## config.mk

```make
export PLATFORM = sky130hd
export DESIGN_NAME = core_timer_rti_watchdog
export DESIGN_NICKNAME = d
export VERILOG_FILES = /design/src/common/core_timer_pkg.sv /design/src/rtl/divider_chain.sv /design/src/rtl/watchdog_divider.sv /design/src/rtl/core_timer_rti_watchdog.sv
export SDC_FILE = /design/constraint.sdc
export NUM_CORES = 1
export LEC_CHECK = 0
export BUFFER_PORTS_ARGS = -buffer_cell sky130_fd_sc_hd__buf_4
export CAP_MARGIN = 20
export CORE_MARGIN = 1.5
export CORE_UTILIZATION = 58
export DETAILED_ROUTE_END_ITERATION = 10
export GPL_ROUTABILITY_DRIVEN = 0
export HOLD_SLACK_MARGIN = 0.1
export PLACE_DENSITY_LB_ADDON = 0.08
export SLEW_MARGIN = 0
export SYNTH_ARGS = -nofsm -noshare
export SYNTH_HDL_FRONTEND = slang
export SYNTH_SLANG_ARGS = --single-unit
```

## constraint.sdc

```tcl
create_clock -name clk_sys_i -period 5.7 [get_ports clk_sys_i]
set_input_delay 0.285 -clock clk_sys_i [delete_from_list [all_inputs] [get_ports clk_sys_i]]
set_output_delay 0.285 -clock clk_sys_i [all_outputs]
set_load 0.1 [all_outputs]
```

## src/common/core_timer_pkg.sv

```systemverilog
// shared constants and types for the core timer chain
// assumes a byte-wide cpu bus with 16-bit addresses, one clock domain
`default_nettype none

package core_timer_pkg;

	////////////////////////////////////////
	// bus map
	localparam int unsigned ADDR_W = 16;
	localparam int unsigned DATA_W = 8;
	localparam logic [15:0] CSR_ADDR = 16'h0008;
	localparam logic [15:0] COUNT_ADDR = 16'h0009;
	localparam logic [15:0] WDOG_SVC_ADDR = 16'hFFF0;
	localparam int unsigned WDOG_SVC_BIT = 0;

	////////////////////////////////////////
	// control/status field positions and reset value
	localparam int unsigned WRAP_FLAG_BIT = 7;
	localparam int unsigned PER_FLAG_BIT = 6;
	localparam int unsigned PER_CLEAR_BIT = 2;
	localparam logic [7:0] CSR_RESET = 8'h03;
	localparam int unsigned WRAP_EN_BIT = 5;
	localparam int unsigned PER_EN_BIT = 4;
	localparam int unsigned RATE_HI_BIT = 1;
	localparam int unsigned RATE_LO_BIT = 0;

	////////////////////////////////////////
	// divider chain shape
	localparam int unsigned PRESC_STAGES = 2;
	localparam int unsigned COUNT_STAGES = 8;
	localparam int unsigned MID_STAGES = 4;
	localparam int unsigned RTI_STAGES = 3;
	localparam int unsigned CHAIN_W = PRESC_STAGES + COUNT_STAGES + MID_STAGES + RTI_STAGES;
	localparam int unsigned WRAP_TAP = PRESC_STAGES + COUNT_STAGES - 1;
	localparam int unsigned RTI_BASE_TAP = WRAP_TAP + MID_STAGES;
	localparam int unsigned WDOG_STAGES = 3;
	localparam int unsigned POR_CYCLES = 4064;
	localparam int unsigned POR_W = 12;

	////////////////////////////////////////
	// types
	typedef struct packed {
		logic count_wrap_flag;
		logic periodic_flag;
		logic count_wrap_irq_enable;
		logic periodic_irq_enable;
		logic unused_b3;
		logic periodic_flag_clear;
		logic rate_select_hi;
		logic rate_select_lo;
	} csr_t;

	typedef struct packed {
		logic [ADDR_W-1:0] addr;
		logic [DATA_W-1:0] wdata;
		logic wr;
		logic rd;
	} bus_req_t;

	typedef enum logic [2:0] {
		ST_POR = 3'b001,
		ST_HOLD = 3'b010,
		ST_RUN = 3'b100
	} chain_state_t;

endpackage

`default_nettype wire

```

## src/rtl/divider_chain.sv

```systemverilog
// synchronous model of the ripple divider chain
// assumes one clock; every stage advances on the same edge as a carry
`default_nettype none

module divider_chain #(
	parameter int unsigned W = 17
) (
	input wire logic clk_sys_i,
	input wire logic rstn_i,
	input wire logic clear_i,
	output logic [W-1:0] count_o,
	output logic [W-1:0] carry_o
);

	logic [W-1:0] count_q;
	logic [W-1:0] count_d;

	// carry k is high in the cycle where stages 0..k all roll over
	genvar k;
	generate
		for (k = 0; k < W; k++) begin : g_carry
			assign carry_o[k] = &count_q[k:0];
		end
	endgenerate

	// clear beats the increment so a restart always begins at zero
	assign count_d = clear_i ? '0 : count_q + {{(W-1){1'b0}}, 1'b1};

	always_ff @(posedge clk_sys_i or negedge rstn_i) begin
		if (!rstn_i) begin
			count_q <= '0;
		end else begin
			count_q <= count_d;
		end
	end

	assign count_o = count_q;

endmodule // divider_chain

`default_nettype wire

```

## src/rtl/watchdog_divider.sv

```systemverilog
// final divide-by-eight watchdog stage
// assumes tick_i is a one-cycle pulse at the selected periodic rate
`default_nettype none

module watchdog_divider #(
	parameter int unsigned STAGES = 3
) (
	input wire logic clk_sys_i,
	input wire logic rstn_i,
	input wire logic tick_i,
	input wire logic service_i,
	input wire logic clear_i,
	output logic timeout_o
);

	logic [STAGES-1:0] cnt_q;
	logic [STAGES-1:0] cnt_d;
	logic timeout_q;
	logic wrap_w;

	// only this stage is cleared by service; the chain runs on, so the
	// real timeout is between seven and eight periodic ticks
	assign wrap_w = tick_i && (&cnt_q) && !service_i && !clear_i;
	assign cnt_d = (service_i || clear_i) ? '0 :
		tick_i ? cnt_q + {{(STAGES-1){1'b0}}, 1'b1} : cnt_q;

	always_ff @(posedge clk_sys_i or negedge rstn_i) begin
		if (!rstn_i) begin
			cnt_q <= '0;
			timeout_q <= 1'b0;
		end else begin
			cnt_q <= cnt_d;
			timeout_q <= wrap_w;
		end
	end

	assign timeout_o = timeout_q;

endmodule // watchdog_divider

`default_nettype wire

```

## src/rtl/core_timer_rti_watchdog.sv

```systemverilog
// core timer: prescaler, readable 8-bit counter, periodic interrupt
// divider with rate taps, watchdog and power-on reset timing
// assumes bus signals are synchronous to clk_sys_i and the cpu
// samples read data one cycle after a read strobe
`default_nettype none

module core_timer_rti_watchdog #(
	parameter int unsigned POR_CYCLES = core_timer_pkg::POR_CYCLES,
	parameter bit WDOG_EN = 1'b1
) (
	input wire logic clk_sys_i,
	input wire logic rstn_i,
	input wire logic ext_reset_n_i,
	input wire logic [core_timer_pkg::ADDR_W-1:0] bus_addr_i,
	input wire logic [core_timer_pkg::DATA_W-1:0] bus_wdata_i,
	input wire logic bus_wr_i,
	input wire logic bus_rd_i,
	output logic [core_timer_pkg::DATA_W-1:0] bus_rdata_o,
	output logic irq_o,
	output logic cpu_reset_o
);

	localparam int unsigned CW = core_timer_pkg::CHAIN_W;
	localparam int unsigned PW = core_timer_pkg::POR_W;
	localparam logic [PW-1:0] POR_LAST = PW'(POR_CYCLES - 1);

	////////////////////////////////////////
	// declarations
	core_timer_pkg::bus_req_t req_w;
	core_timer_pkg::csr_t csr_q;
	core_timer_pkg::csr_t csr_d;
	core_timer_pkg::csr_t csr_view_w;
	core_timer_pkg::chain_state_t state_q;
	core_timer_pkg::chain_state_t state_d;
	logic [CW-1:0] chain_count_w;
	logic [CW-1:0] chain_carry_w;
	logic [7:0] count_value_w;
	logic [7:0] rdata_q;
	logic [7:0] rdata_d;
	logic irq_q;
	logic irq_d;
	logic cpu_reset_q;
	logic cpu_reset_d;
	logic ext_reset_w;
	logic running_w;
	logic por_done_w;
	logic chain_clear_w;
	logic soft_reset_w;
	logic wrap_evt_w;
	logic rti_evt_w;
	logic wdog_timeout_w;
	logic wdog_service_w;
	logic wr_csr_w;
	logic rd_csr_w;
	logic rd_count_w;
	logic clear_wrap_w;
	logic clear_periodic_w;

	////////////////////////////////////////
	// helpers

	// chain carry index for a given rate select pair
	function automatic int unsigned tap_index(input logic hi, input logic lo);
		tap_index = core_timer_pkg::RTI_BASE_TAP + {30'd0, hi, lo};
	endfunction

	// bus decode is a plain compare; one function keeps all hits alike
	function automatic logic addr_hit(
		input logic [core_timer_pkg::ADDR_W-1:0] a,
		input logic [core_timer_pkg::ADDR_W-1:0] target
	);
		addr_hit = (a == target);
	endfunction

	////////////////////////////////////////
	// bus request bundle and address decode
	assign req_w.addr = bus_addr_i;
	assign req_w.wdata = bus_wdata_i;
	assign req_w.wr = bus_wr_i;
	assign req_w.rd = bus_rd_i;

	assign wr_csr_w = req_w.wr && addr_hit(req_w.addr, core_timer_pkg::CSR_ADDR);
	assign rd_csr_w = req_w.rd && addr_hit(req_w.addr, core_timer_pkg::CSR_ADDR);
	assign rd_count_w = req_w.rd && addr_hit(req_w.addr, core_timer_pkg::COUNT_ADDR);
	// a write to the counter address decodes to nothing at all, so the
	// count can only move by clocking or by a chain clear

	// service write: a zero in the service bit, any other bits ignored;
	// the address is compared in full so a near miss never services
	assign wdog_service_w = req_w.wr && WDOG_EN && running_w
		&& addr_hit(req_w.addr, core_timer_pkg::WDOG_SVC_ADDR)
		&& !req_w.wdata[core_timer_pkg::WDOG_SVC_BIT];

	////////////////////////////////////////
	// divider chain: prescaler, counter, mid stages, periodic stages
	divider_chain #(
		.W(CW)
	) u_chain (
		.clk_sys_i(clk_sys_i),
		.rstn_i(rstn_i),
		.clear_i(chain_clear_w),
		.count_o(chain_count_w),
		.carry_o(chain_carry_w)
	);

	// readable counter sits above the two prescaler stages
	assign count_value_w =
		chain_count_w[core_timer_pkg::PRESC_STAGES +: core_timer_pkg::COUNT_STAGES];

	////////////////////////////////////////
	// chain events
	// both events are masked in the cycle the chain is cleared, so a
	// restart never shows a stale wrap or periodic tick
	assign running_w = (state_q == core_timer_pkg::ST_RUN);

	// counter rolls from all ones to zero when the carry reaches its top
	assign wrap_evt_w = running_w && !chain_clear_w
		&& chain_carry_w[core_timer_pkg::WRAP_TAP];

	// periodic taps sit at 2^14..2^17 bus clocks; the mid stages give
	// the 2^14 base and the periodic stages the three slower ones
	// limitation: moving the rate select while a tap rolls over can drop
	// or add one periodic tick; service the watchdog before changing it
	assign rti_evt_w = running_w && !chain_clear_w
		&& chain_carry_w[tap_index(csr_q.rate_select_hi, csr_q.rate_select_lo)];

	// power-on delay ends on the last cycle of the delay count
	// the delay shares the low chain bits, so a short POR_CYCLES only
	// shortens the wait and leaves the chain shape alone
	assign por_done_w = (state_q == core_timer_pkg::ST_POR)
		&& (chain_count_w[PW-1:0] == POR_LAST);

	////////////////////////////////////////
	// watchdog stage on the selected periodic tap
	// with the mask option off the stage never ticks, so never times out
	watchdog_divider #(
		.STAGES(core_timer_pkg::WDOG_STAGES)
	) u_wdog (
		.clk_sys_i(clk_sys_i),
		.rstn_i(rstn_i),
		.tick_i(rti_evt_w && WDOG_EN),
		.service_i(wdog_service_w),
		.clear_i(!running_w),
		.timeout_o(wdog_timeout_w)
	);

	////////////////////////////////////////
	// reset sequencing
	assign ext_reset_w = !ext_reset_n_i;

	// power-on counts on the chain; hold keeps it cleared while any
	// reset source is active; run leaves on external or watchdog reset
	always_comb begin
		state_d = state_q;
		case (state_q)
			core_timer_pkg::ST_POR: begin
				if (por_done_w) begin
					state_d = ext_reset_w ? core_timer_pkg::ST_HOLD
						: core_timer_pkg::ST_RUN;
				end
			end
			core_timer_pkg::ST_HOLD: begin
				if (!ext_reset_w) begin
					state_d = core_timer_pkg::ST_RUN;
				end
			end
			core_timer_pkg::ST_RUN: begin
				if (ext_reset_w || wdog_timeout_w) begin
					state_d = core_timer_pkg::ST_HOLD;
				end
			end
			default: begin
				state_d = core_timer_pkg::ST_POR;
			end
		endcase
	end

	// chain cleared at the end of the delay, in hold, and on entry to hold
	assign chain_clear_w = por_done_w
		|| (state_q == core_timer_pkg::ST_HOLD)
		|| (running_w && (ext_reset_w || wdog_timeout_w));

	// registers return to reset values whenever the cpu is held in reset;
	// the entry edge counts too, so a read in the first held cycle sees
	// the reset value and not the last pre-reset contents
	assign soft_reset_w = !running_w
		|| (state_d != core_timer_pkg::ST_RUN);

	// cpu sees reset during the delay, in hold and for the timeout cycle
	assign cpu_reset_d = (state_d != core_timer_pkg::ST_RUN);

	always_ff @(posedge clk_sys_i or negedge rstn_i) begin
		if (!rstn_i) begin
			state_q <= core_timer_pkg::ST_POR;
		end else begin
			state_q <= state_d;
		end
	end

	////////////////////////////////////////
	// control/status register next value
	assign clear_wrap_w = wr_csr_w && !req_w.wdata[core_timer_pkg::WRAP_FLAG_BIT];
	assign clear_periodic_w = wr_csr_w && req_w.wdata[core_timer_pkg::PER_CLEAR_BIT];

	// a flag event in the same cycle as its clear keeps the flag set
	always_comb begin
		csr_d = csr_q;
		csr_d.count_wrap_flag = wrap_evt_w
			|| (csr_q.count_wrap_flag && !clear_wrap_w);
		csr_d.periodic_flag = rti_evt_w
			|| (csr_q.periodic_flag && !clear_periodic_w);
		if (wr_csr_w) begin
			csr_d.count_wrap_irq_enable = req_w.wdata[core_timer_pkg::WRAP_EN_BIT];
			csr_d.periodic_irq_enable = req_w.wdata[core_timer_pkg::PER_EN_BIT];
			csr_d.rate_select_hi = req_w.wdata[core_timer_pkg::RATE_HI_BIT];
			csr_d.rate_select_lo = req_w.wdata[core_timer_pkg::RATE_LO_BIT];
		end
		csr_d.unused_b3 = 1'b0;
		csr_d.periodic_flag_clear = 1'b0;
		if (soft_reset_w) begin
			csr_d = core_timer_pkg::CSR_RESET;
		end
	end

	always_ff @(posedge clk_sys_i or negedge rstn_i) begin
		if (!rstn_i) begin
			csr_q <= core_timer_pkg::CSR_RESET;
		end else begin
			csr_q <= csr_d;
		end
	end

	////////////////////////////////////////
	// interrupt request, combined from both flag and enable pairs
	// gated by run, so irq_o can stay high only in the first cycle the cpu is held
	assign irq_d = running_w
		&& ((csr_q.count_wrap_flag && csr_q.count_wrap_irq_enable)
		|| (csr_q.periodic_flag && csr_q.periodic_irq_enable));

	////////////////////////////////////////
	// read path: the counter is sampled, never cleared, by a read
	assign csr_view_w = '{
		count_wrap_flag: csr_q.count_wrap_flag,
		periodic_flag: csr_q.periodic_flag,
		count_wrap_irq_enable: csr_q.count_wrap_irq_enable,
		periodic_irq_enable: csr_q.periodic_irq_enable,
		unused_b3: 1'b0,
		periodic_flag_clear: 1'b0,
		rate_select_hi: csr_q.rate_select_hi,
		rate_select_lo: csr_q.rate_select_lo
	};

	// unmapped addresses read as zero, so a stray read shows no state
	assign rdata_d = rd_csr_w ? csr_view_w
		: rd_count_w ? count_value_w
		: 8'h00;

	// read data holds until the next read strobe
	always_ff @(posedge clk_sys_i or negedge rstn_i) begin
		if (!rstn_i) begin
			rdata_q <= 8'h00;
		end else if (req_w.rd) begin
			rdata_q <= rdata_d;
		end
	end

	////////////////////////////////////////
	// registered outputs
	// cpu reset starts high so the cpu is held from the first edge
	always_ff @(posedge clk_sys_i or negedge rstn_i) begin
		if (!rstn_i) begin
			irq_q <= 1'b0;
			cpu_reset_q <= 1'b1;
		end else begin
			irq_q <= irq_d;
			cpu_reset_q <= cpu_reset_d;
		end
	end

	assign bus_rdata_o = rdata_q;
	assign irq_o = irq_q;
	assign cpu_reset_o = cpu_reset_q;

endmodule // core_timer_rti_watchdog

`default_nettype wire

```

==> Word-level counts from Yosys, hierarchy flattened <==
Index checks and enable logic that the tools add are counted.
{ "totals": {"ff_bits": 40, "ramBits": 0, "input_bits": 29, "rom_bits": 0, "wordCells": 96, "output_inout_bits": 10, "mem_count": 0, "latch_bits": 0} }
{ "classes": {"eq_ne": 8, "muxes": 15, "magnitude_cmp": 1, "bitwise": 0, "n_shift": 0, "div": 0, "n_reduce_logical": 56, "add_sub_neg": 3, "multipliers": 0} }
{ "op_table": {"columns": ["cell", "n"], "rows": [
  ["16-bit by 4-bit == test with 1-bit output (second input constant)", 2],
  ["8-bit 2-to-1 mux", 3],
  ["1-bit logical AND", 21],
  ["3-bit 2-to-1 mux", 6],
  ["17-bit by 1-bit adder with 17-bit output (second input constant)", 1],
  ["17-bit 2-to-1 mux", 1],
  ["17-bit AND reduction", 1],
  ["16-bit == test (second input constant)", 1],
  ["16-bit AND reduction", 1],
  ["15-bit AND reduction", 1],
  ["14-bit AND reduction", 1],
  ["13-bit AND reduction", 1],
  ["12-bit == test (second input constant)", 1],
  ["12-bit AND reduction", 1],
  ["11-bit AND reduction", 1],
  ["10-bit AND reduction", 1],
  ["3-bit case mux with 3 select lines", 1],
  ["9-bit AND reduction", 1],
  ["1-bit logical NOT", 8],
  ["1-bit logical OR", 8],
  ["8-bit AND reduction", 1],
  ["7-bit AND reduction", 1],
  ["5-bit by 6-bit < comparator with 1-bit output (second input constant)", 1],
  ["3-bit AND reduction", 2],
  ["other kinds (14)", 16]
]} }

==> Depth between registers and ports, before layout <==
Gate-level depths: netlist of the first run.
{ "logic_depth": {"ltp_word": 10, "ltp_mapped": 8} }

==> Modules after synthesis <==
A second synthesis of the first run with hierarchy kept.
{ "hier_totals": {"hier_cells": 215, "area_unflattened_um2": 2232.1} }
{ "by_module_without_submodules": {"columns": ["mod", "cells_per_inst", "area_per_inst_um2", "seq_area_each_um2", "n_inst"], "rows": [
  ["core_timer_rti_watchdog", 109, 1078.5, 480.5, 1],
  ["divider_chain", 92, 970.9, 425.4, 1],
  ["watchdog_divider", 14, 182.7, 100.1, 1]
]} }

==> Least setup slack after synthesis of the first run <==
No wires, ideal clock.
{ "synth_timing": {"kind": "register to register", "startpoint": "register u_chain.count_q[0], in the netlist u_chain.count_o[0]", "endpoint": "register u_wdog.cnt_q[0]", "slack_ns": 3.560, "path_stages_with_launch": 9, "arrival_time_ns": 2.061, "cell_sequence": "dfrtp_1 > ha_1 > nand3_1 > nor2_1 > and3_1 > ha_1 > nand3b_1 > a221oi_2 > mux2i_1"} }
{ "synth_between": {"elab_chain_cells": 8} }
{ "synth_lines": {"columns": ["element", "line_no", "source"], "rows": [
  ["from (decl)", "divider_chain.sv:15", "logic [W-1:0] count_q;"],
  ["from (signal assigned)", "divider_chain.sv:33", "count_q <= count_d;"],
  ["branches (longest 6 deep; another with 17-bit AND reduction)", null, null],
  ["1-bit logical AND (*)", "core_timer_rti_watchdog.sv:125", "&& chain_carry_w[tap_index(csr_q.rate_select_hi, csr_q.rate_select_lo)];"],
  ["2-bit nonzero test (no source line) (*)", null, null],
  ["to (signal assigned)", "watchdog_divider.sv:32", "cnt_q <= cnt_d;"],
  ["to (decl)", "watchdog_divider.sv:16", "logic [STAGES-1:0] cnt_q;"]
]} }
Mark *: on every way between the ends. The select of a mux whose other input is x is not followed.
A chain may end at the register's enable or synchronous reset.

==> Worst setup path after layout of the first run <==
{ "layout_timing": {"startpoint": "register u_chain.count_q[0], in the netlist u_chain.count_o[0]", "endpoint": "register u_wdog.cnt_q[1]"} }
The elaborated chain is that of the path after synthesis.

==> results by group, run 1 <==
Routing
  • Drc violations: 0
  • Number of DRC violations after detailed-routing iteration 0: between 100 and 150
  • Antenna-violating nets left: 0
  • Routed wire length: 4.24 mm
  • Drt via density: roughly 5.7
  • DR vias: 1583
  • DRT Pass-1 Iters: 4
  • Detailed-route wire length per cell: 15.2 µm

Synth
  • Netlist cell types: 41
  • Post-synth net total: 226
  • Mean Syn Cell Area: 10.4 µm²
  • EDFF count, synth: 0
  • Cell area after synthesis: between 1500 and 2000 µm²
  • Synthesis Warnings: 0
  • Dominant cell type by area after synthesis: dfrtp_1
  • Top FF cell, synth: dfrtp_1
  • Synthesized instance count: between 150 and 200
  • Post-synthesis sequential area ratio: 0.506
  • Flops & latches, synth: 40
  • Largest cells by area after synthesis: dfrtp_1 45%, nor2_1 5.7%, dfstp_2 5.3%
  • Ys async rst share: 1.00
  • Top-area cell type share of the netlist area: 0.453

Floorplan
  • Die Width: 61.6 µm
  • Row count: 21
  • Core Region: 3310 µm²
  • Die H: 61.6 µm
  • Full die area: 3790 µm²
  • Initial Utilization: 0.601
  • I/O pin total: 39

Place
  • Port Buffers: 36
  • Dpl hpwl: around 3.2 mm
  • Placement Setup Slack: 3.19 ns

Timing
  • Setup TNS: 0 ns
  • Setup ws final: 3.13 ns
  • Final Hold Viols: 0
  • RSZ-0062 raised after global routing: false
  • Clock skew: approximately 0.018 ns
  • Setup-failing EPs final: 0
  • Pins Over Slew Limit: 0
  • Worst-Margin Slew: approximately 0.57 ns
  • Worst slew margin: 0.617
  • Final Cycle Share: 0.452
  • Tmin final: approximately 2.6 ns
  • Fmax achieved: around 0.39 GHz

Power
  • Peak VDD IR: around 160 µV
  • PD cells: 263 nW/µm²
  • Pwr Total: 623 µW
  • Pleak: 0.00109 µW

Clock network
  • H-tree level count: 2
  • Clock Sinks: 40
  • CTS tree: built
  • Longest Clk Path Bufs: 2
  • Num CTS Buffers: 5
  • Clock transition at the registers of the reported paths: 0.13 ns
  • CTS Root Cell: clkbuf_4
  • Clock latency on the worst-skew pair: 0.36 ns

Global routing
  • Grt total ovfl: 0
  • Pin count of the biggest net entering global routing: 41
  • Global-route wire length before repair: 7.10 mm
  • GRT Total Usage: 0.254
  • Vias in the first global route: 1584
  • Initial antenna violation count: 0

Status
  • Status: complete, no violations

Worst setup path
  • Critical path launch point type: register
  • Worst EP arrival: ~2.8 ns
  • Worst Setup End Kind: register
  • Worst-path maximum fanout: 7
  • Setup CP Type: reg -> reg
  • CP required: roughly 6.0 ns

Finish
  • Most frequent cells in the layout: 36 x dfrtp_1, 36 x buf_4, 30 x nor2_1
  • Layout Nets: approximately 270
  • Fraction of final layout cells sized beyond drive strength 1: 0.223
  • Filler instances: 267
  • Layout area overhead: 18.9%
  • # diodes: 0

Min path
  • Hold WC Path Type: in -> reg

Job
  • Max-cap check violation count: 0
==> repair_timing <==
item | in CTS | in global routing
hold endpoints to repair | 36 | 0
hold buffers | 1 | 0
buffers inserted | 0 | 0
gates resized for setup | 0 | 0
==> routing by layer <==
metal	share of wire	GRT usage
met1	0.43	0.329
met2	0.50	0.420
met3	0.056	0.0588
met4	0.013	0.0881
met5	0	0
==> state kept, by name, indices dropped and copies added, names as in the netlist <==
name / flops
u_chain.count_o: 17
bus_rdata_o: 8
csr_q: 6
state_q: 3
u_wdog.cnt_q: 3
cpu_reset_o: 1
irq_o: 1
u_wdog.timeout_o: 1
==> through the flow <==
stage	hold slack (ns)	cells	cell area, µm²	util
final	0.0998	279	2360	0.714
after floorplan	-0.0106	192	1990	-
after CTS	0.105	279	2360	0.714
after global routing	0.106	279	2360	0.714
after global placement	0.275	270	2280	0.688
after detailed placement	0.286	270	2280	0.688
==> worst max-delay path: stages (launching register included) <==
cell      delay [ns]
dfrtp_1         0.44
ha_1            0.25
nand3_1         0.12
nor2_1          0.43
and3_1          0.24
ha_1            0.14
nand3b_1        0.09
a221oi_2        0.52
mux2i_1         0.25
==> cells in the mapped netlist (4+ instances only) <==
| cell type | n |
|---|---|
| dfrtp_1 | 36 |
| nor2_1 | 30 |
| nand2_1 | 17 |
| xor2_1 | 10 |
| nand3_1 | 8 |
| mux2i_1 | 7 |
| a221o_1 | 6 |
| inv_1 | 6 |
| nor2b_1 | 6 |
| ha_1 | 5 |
| nand4_1 | 5 |
| dfstp_2 | 4 |
| nor3_1 | 4 |
| xnor2_1 | 4 |
==> power breakdown <==
group	leakage (µW)	total [µW]	internal [µW]	switching, µW
logic	0.000520	82.2	42.0	40.2
clock network	0.0000422	186	92.0	93.6
registers	0.000528	355	313	42.5
==> area by class of cell <==
class                   instances  area, µm²  area share
flip-flops and latches         40       1010       0.425
multi-input cells             142        922       0.390
repair buffers                 37        280       0.119
well taps                      46       57.6      0.0243
clock buffers                   6       41.3      0.0175
clock inverters                 2       35.0      0.0148
inverters                       6       22.5     0.00952
==> logic make-up after synthesis <==
group,Yosys count,share of synthesized area
multiplexers,7,0.0352
AND/OR/NAND/NOR,96,0.252
buffers and inverters,10,0.0308
flip-flops,40,0.506
XOR/XNOR,14,0.0616
AO/OA/AOI/OAI,20,0.0837
adder cells (fa/ha/maj),5,0.0314
==> final timing paths <==
check | from | slack (ns) | depth (start not counted) | to
max | u_chain.count_o[0] | 3.13 | 8 | u_wdog.cnt_q[1]
min | ext_reset_n_i | 0.1 | 2 | cpu_reset_o
max reg2reg | u_chain.count_o[0] | 3.13 | 8 | u_wdog.cnt_q[1]
min reg2reg | bus_rdata_o[2] | 0.52 | 1 | bus_rdata_o[2]
max in group asynchronous | rstn_i | 4.90 | 2 | csr_q[0]
min in group asynchronous | rstn_i | 0.42 | 2 | bus_rdata_o[3]
Note: power is estimated with default switching activity, not from simulation.
==> run 2: changes to the inputs <==
--- a/config.mk
+++ b/config.mk
@@ -5,10 +5,11 @@
 export SDC_FILE = /design/constraint.sdc
 export NUM_CORES = 1
 export LEC_CHECK = 0
+export ABC_AREA = 1
 export BUFFER_PORTS_ARGS = -buffer_cell sky130_fd_sc_hd__buf_4
 export CAP_MARGIN = 20
 export CORE_MARGIN = 1.5
-export CORE_UTILIZATION = 58
+export CORE_UTILIZATION = 55
 export DETAILED_ROUTE_END_ITERATION = 10
 export GPL_ROUTABILITY_DRIVEN = 0
 export HOLD_SLACK_MARGIN = 0.1
==> constraint.sdc (replaced) <==
create_clock -name clk_sys_i -period 2.4 [get_ports clk_sys_i]
set_input_delay 0.12 -clock clk_sys_i [delete_from_list [all_inputs] [get_ports clk_sys_i]]
set_output_delay 0.12 -clock clk_sys_i [all_outputs]
set_load 0.1 [all_outputs]
==> results by group, run 2 <==
Clock network
  • Clock transition at the registers of the reported paths: 0.07 ns
  • H-tree level count: 2
  • Clock latency on the worst-skew pair: 0.28 ns
  • # hold bufs at CTS: 5
  • CTS tree: built
  • CTS resizes: 0
  • CTS Root Cell: clkbuf_8
  • Num CTS Buffers: 5
  • Setup Buffers After CTS: 0
  • Longest Clk Path Bufs: 2
  • Clock Sinks: 40

Global routing
  • Vias in the first global route: 1792
  • Pin count of the biggest net entering global routing: 41
  • Initial antenna violation count: 0
  • Global-route wire length before repair: between 7 and 8 mm
  • Grt total ovfl: 0
  • GRT Total Usage: 0.240

Floorplan
  • Core Region: 3660 µm²
  • Initial Utilization: 0.576
  • I/O pin total: 39
  • Full die area: 4220 µm²
  • Die Width: 64.9 µm
  • Die H: 64.9 µm
  • Row count: 22

Worst setup path
  • Setup CP Type: reg -> reg
  • Worst EP arrival: between 2 and 2.5 ns
  • Worst Setup End Kind: register
  • Worst-path maximum fanout: 5
  • Critical path launch point type: register
  • CP required: around 2.6 ns

Synth
  • Post-synthesis compound-gate area fraction: 0.0647
  • Count leader, synth: nand2_1
  • Flops & latches, synth: 40
  • Largest cells by area after synthesis: dfrtp_1 43%, nand2_1 10%, nor2_1 6.0%
  • Synth cell count leaders: 58 x nand2_1, 36 x dfrtp_1, 34 x nor2_1
  • Fraction of the mapped netlist area in adder cells: 0.0297
  • Dominant cell type by area after synthesis: dfrtp_1
  • Netlist cell types: 35
  • Post-Synth XOR/XNOR Area: 0.0249
  • Top FF cell, synth: dfrtp_1
  • Post-synthesis sequential area ratio: 0.477
  • Largest family of logic cells by synthesized area: simple AND/OR/NAND/NOR gates
  • Mean Syn Cell Area: 8.34 µm²
  • Ys async rst share: 1.00
  • Simple-gate share of the synthesized area: 0.349
  • Synthesized instance count: 253
  • Top-area cell type share of the netlist area: 0.427
  • Cell area after synthesis: approximately 2100 µm²
  • Mux contribution to synthesized area: 0
  • Post-synth net total: 287
  • Synthesis Warnings: 0
  • EDFF count, synth: 0

Power
  • Sw power: 479 µW
  • Reg power frac: 0.550
  • Peak VDD IR: ~390 µV
  • Sw Ratio: 0.303
  • Logic pwr share: 0.188
  • Clk network pwr share: 0.262
  • PD cells: 616 nW/µm²
  • Pleak: 0.00121 µW
  • Pwr Total: between 1500 and 2000 µW
  • Internal: 1100 µW

Timing
  • Pins Over Slew Limit: 0
  • Clock skew: 0.00339 ns
  • Tmin final: 1.94 ns
  • RSZ-0062 raised after global routing: false
  • Fmax achieved: 0.517 GHz
  • Setup-failing EPs final: 0
  • Final Cycle Share: 0.806
  • Worst-Margin Slew: 0.490 ns
  • Final Hold Viols: 0
  • Setup TNS: 0 ns
  • Worst slew margin: 0.671

Routing
  • Detailed-route wire length per cell: 12.6 µm
  • Drt via density: 5.07
  • Drc violations: 0
  • Antenna-violating nets left: 0
  • Number of DRC violations after detailed-routing iteration 0: 110
  • DRT Pass-1 Iters: 4
  • DR vias: 1769
  • Routed wire length: roughly 4.4 mm

Status
  • Status: complete, no violations

Finish
  • Layout Nets: around 330
  • Layout area overhead: 21.5%
  • Most frequent cells in the layout: 58 x nand2_1, 37 x buf_4, 36 x dfrtp_1
  • Max reg flops: 17
  • Most common cell after layout, fill and taps aside: nand2_1
  • Fraction of final layout cells sized beyond drive strength 1: 0.209
  • # diodes: 0

Job
  • Max-cap check violation count: 0

Place
  • Dpl hpwl: 3.36 mm
  • Port Buffers: 36

Min path
  • Hold WC Path Type: in -> reg
[run 2: cell count changes after synthesis, sizes merged, moves of 5 or more]
cell,before,now
mux2i,7,0
nor2,30,39
nor2b,6,0
a21oi,3,12
nand3,8,23
nand2,17,60
inv,6,26
a221o,6,0
xor2,10,4
o21ai,3,8
nand4,5,15
[run 2: cells by family after synthesis]
group / count (synthesis)
adder cells (fa/ha/maj): 5
flip-flops: 40
XOR/XNOR: 6
buffers and inverters: 29
AND/OR/NAND/NOR: 150
AO/OA/AOI/OAI: 23
[run 2: worst paths after layout]
path,endpoint,slack [ns],depth (start not counted),from
min,csr_q[6],0.12,4,bus_wdata_i[2]
max,u_wdog.cnt_q[2],0.46,11,u_chain.count_o[0]
max in group asynchronous,cpu_reset_o,1.69,2,rstn_i
max reg2reg,u_wdog.cnt_q[2],0.46,11,u_chain.count_o[0]
min reg2reg,u_chain.count_o[0],0.47,1,u_chain.count_o[0]
min in group asynchronous,bus_rdata_o[3],0.34,2,rstn_i
[run 2: stage by stage]
| stage | cell area [µm²] | setup slack (ns) | hold slack, ns | std cells | utilization |
|---|---|---|---|---|---|
| 6_report | 2560 | 0.465 | 0.122 | 349 | 0.700 |
| 5_1_grt | 2560 | 0.273 | 0.129 | 349 | 0.700 |
| 4_1_cts | 2560 | 0.466 | 0.115 | 349 | 0.700 |
| 3_5_place_dp | 2430 | 0.463 | 0.121 | 336 | 0.664 |
| 3_3_place_gp | 2430 | 0.481 | 0.119 | 336 | 0.664 |
| 2_1_floorplan | 2110 | 0.535 | -0.176 | 253 | - |
[run 2: final cells by class]
type,instances,area (µm²)
fill,318,1100
sequential,40,1010
multi-input combinational,184,987
timing repair buffer,42,328
inverter,27,101
clock buffer,8,80.1
tap,48,60.1
[run 2: critical path, cell delays in order, from the launching register on]
cell     delay, ns
dfrtp_1       0.38
ha_1          0.20
nand3_2       0.15
nor3_4        0.18
nand3_1       0.11
nor2_1        0.10
ha_1          0.14
nand3_1       0.12
a21oi_4       0.23
nand2_4       0.10
nand3_1       0.07
nand2_1       0.05
[run 2: power by group through the flow]
stage | logic, µW | clock network (µW) | registers (µW)
finish | 297 | 413 | 869
global route | 338 | 446 | 880
CTS | 300 | 426 | 866
detailed placement | 290 | 0 | 879
global placement | 281 | 0 | 874
floorplan | 207 | 0 | 848
[run 2: routing by layer]
| metal | global-route usage | up-vias | part of all wire |
|---|---|---|---|
| met5 | 0 | - | 0 |
| met4 | 0.0798 | 0 | 0.011 |
| met3 | 0.0538 | 6 | 0.040 |
| met2 | 0.384 | 34 | 0.47 |
| met1 | 0.324 | 800 | 0.48 |
| li1 | - | 929 | - |
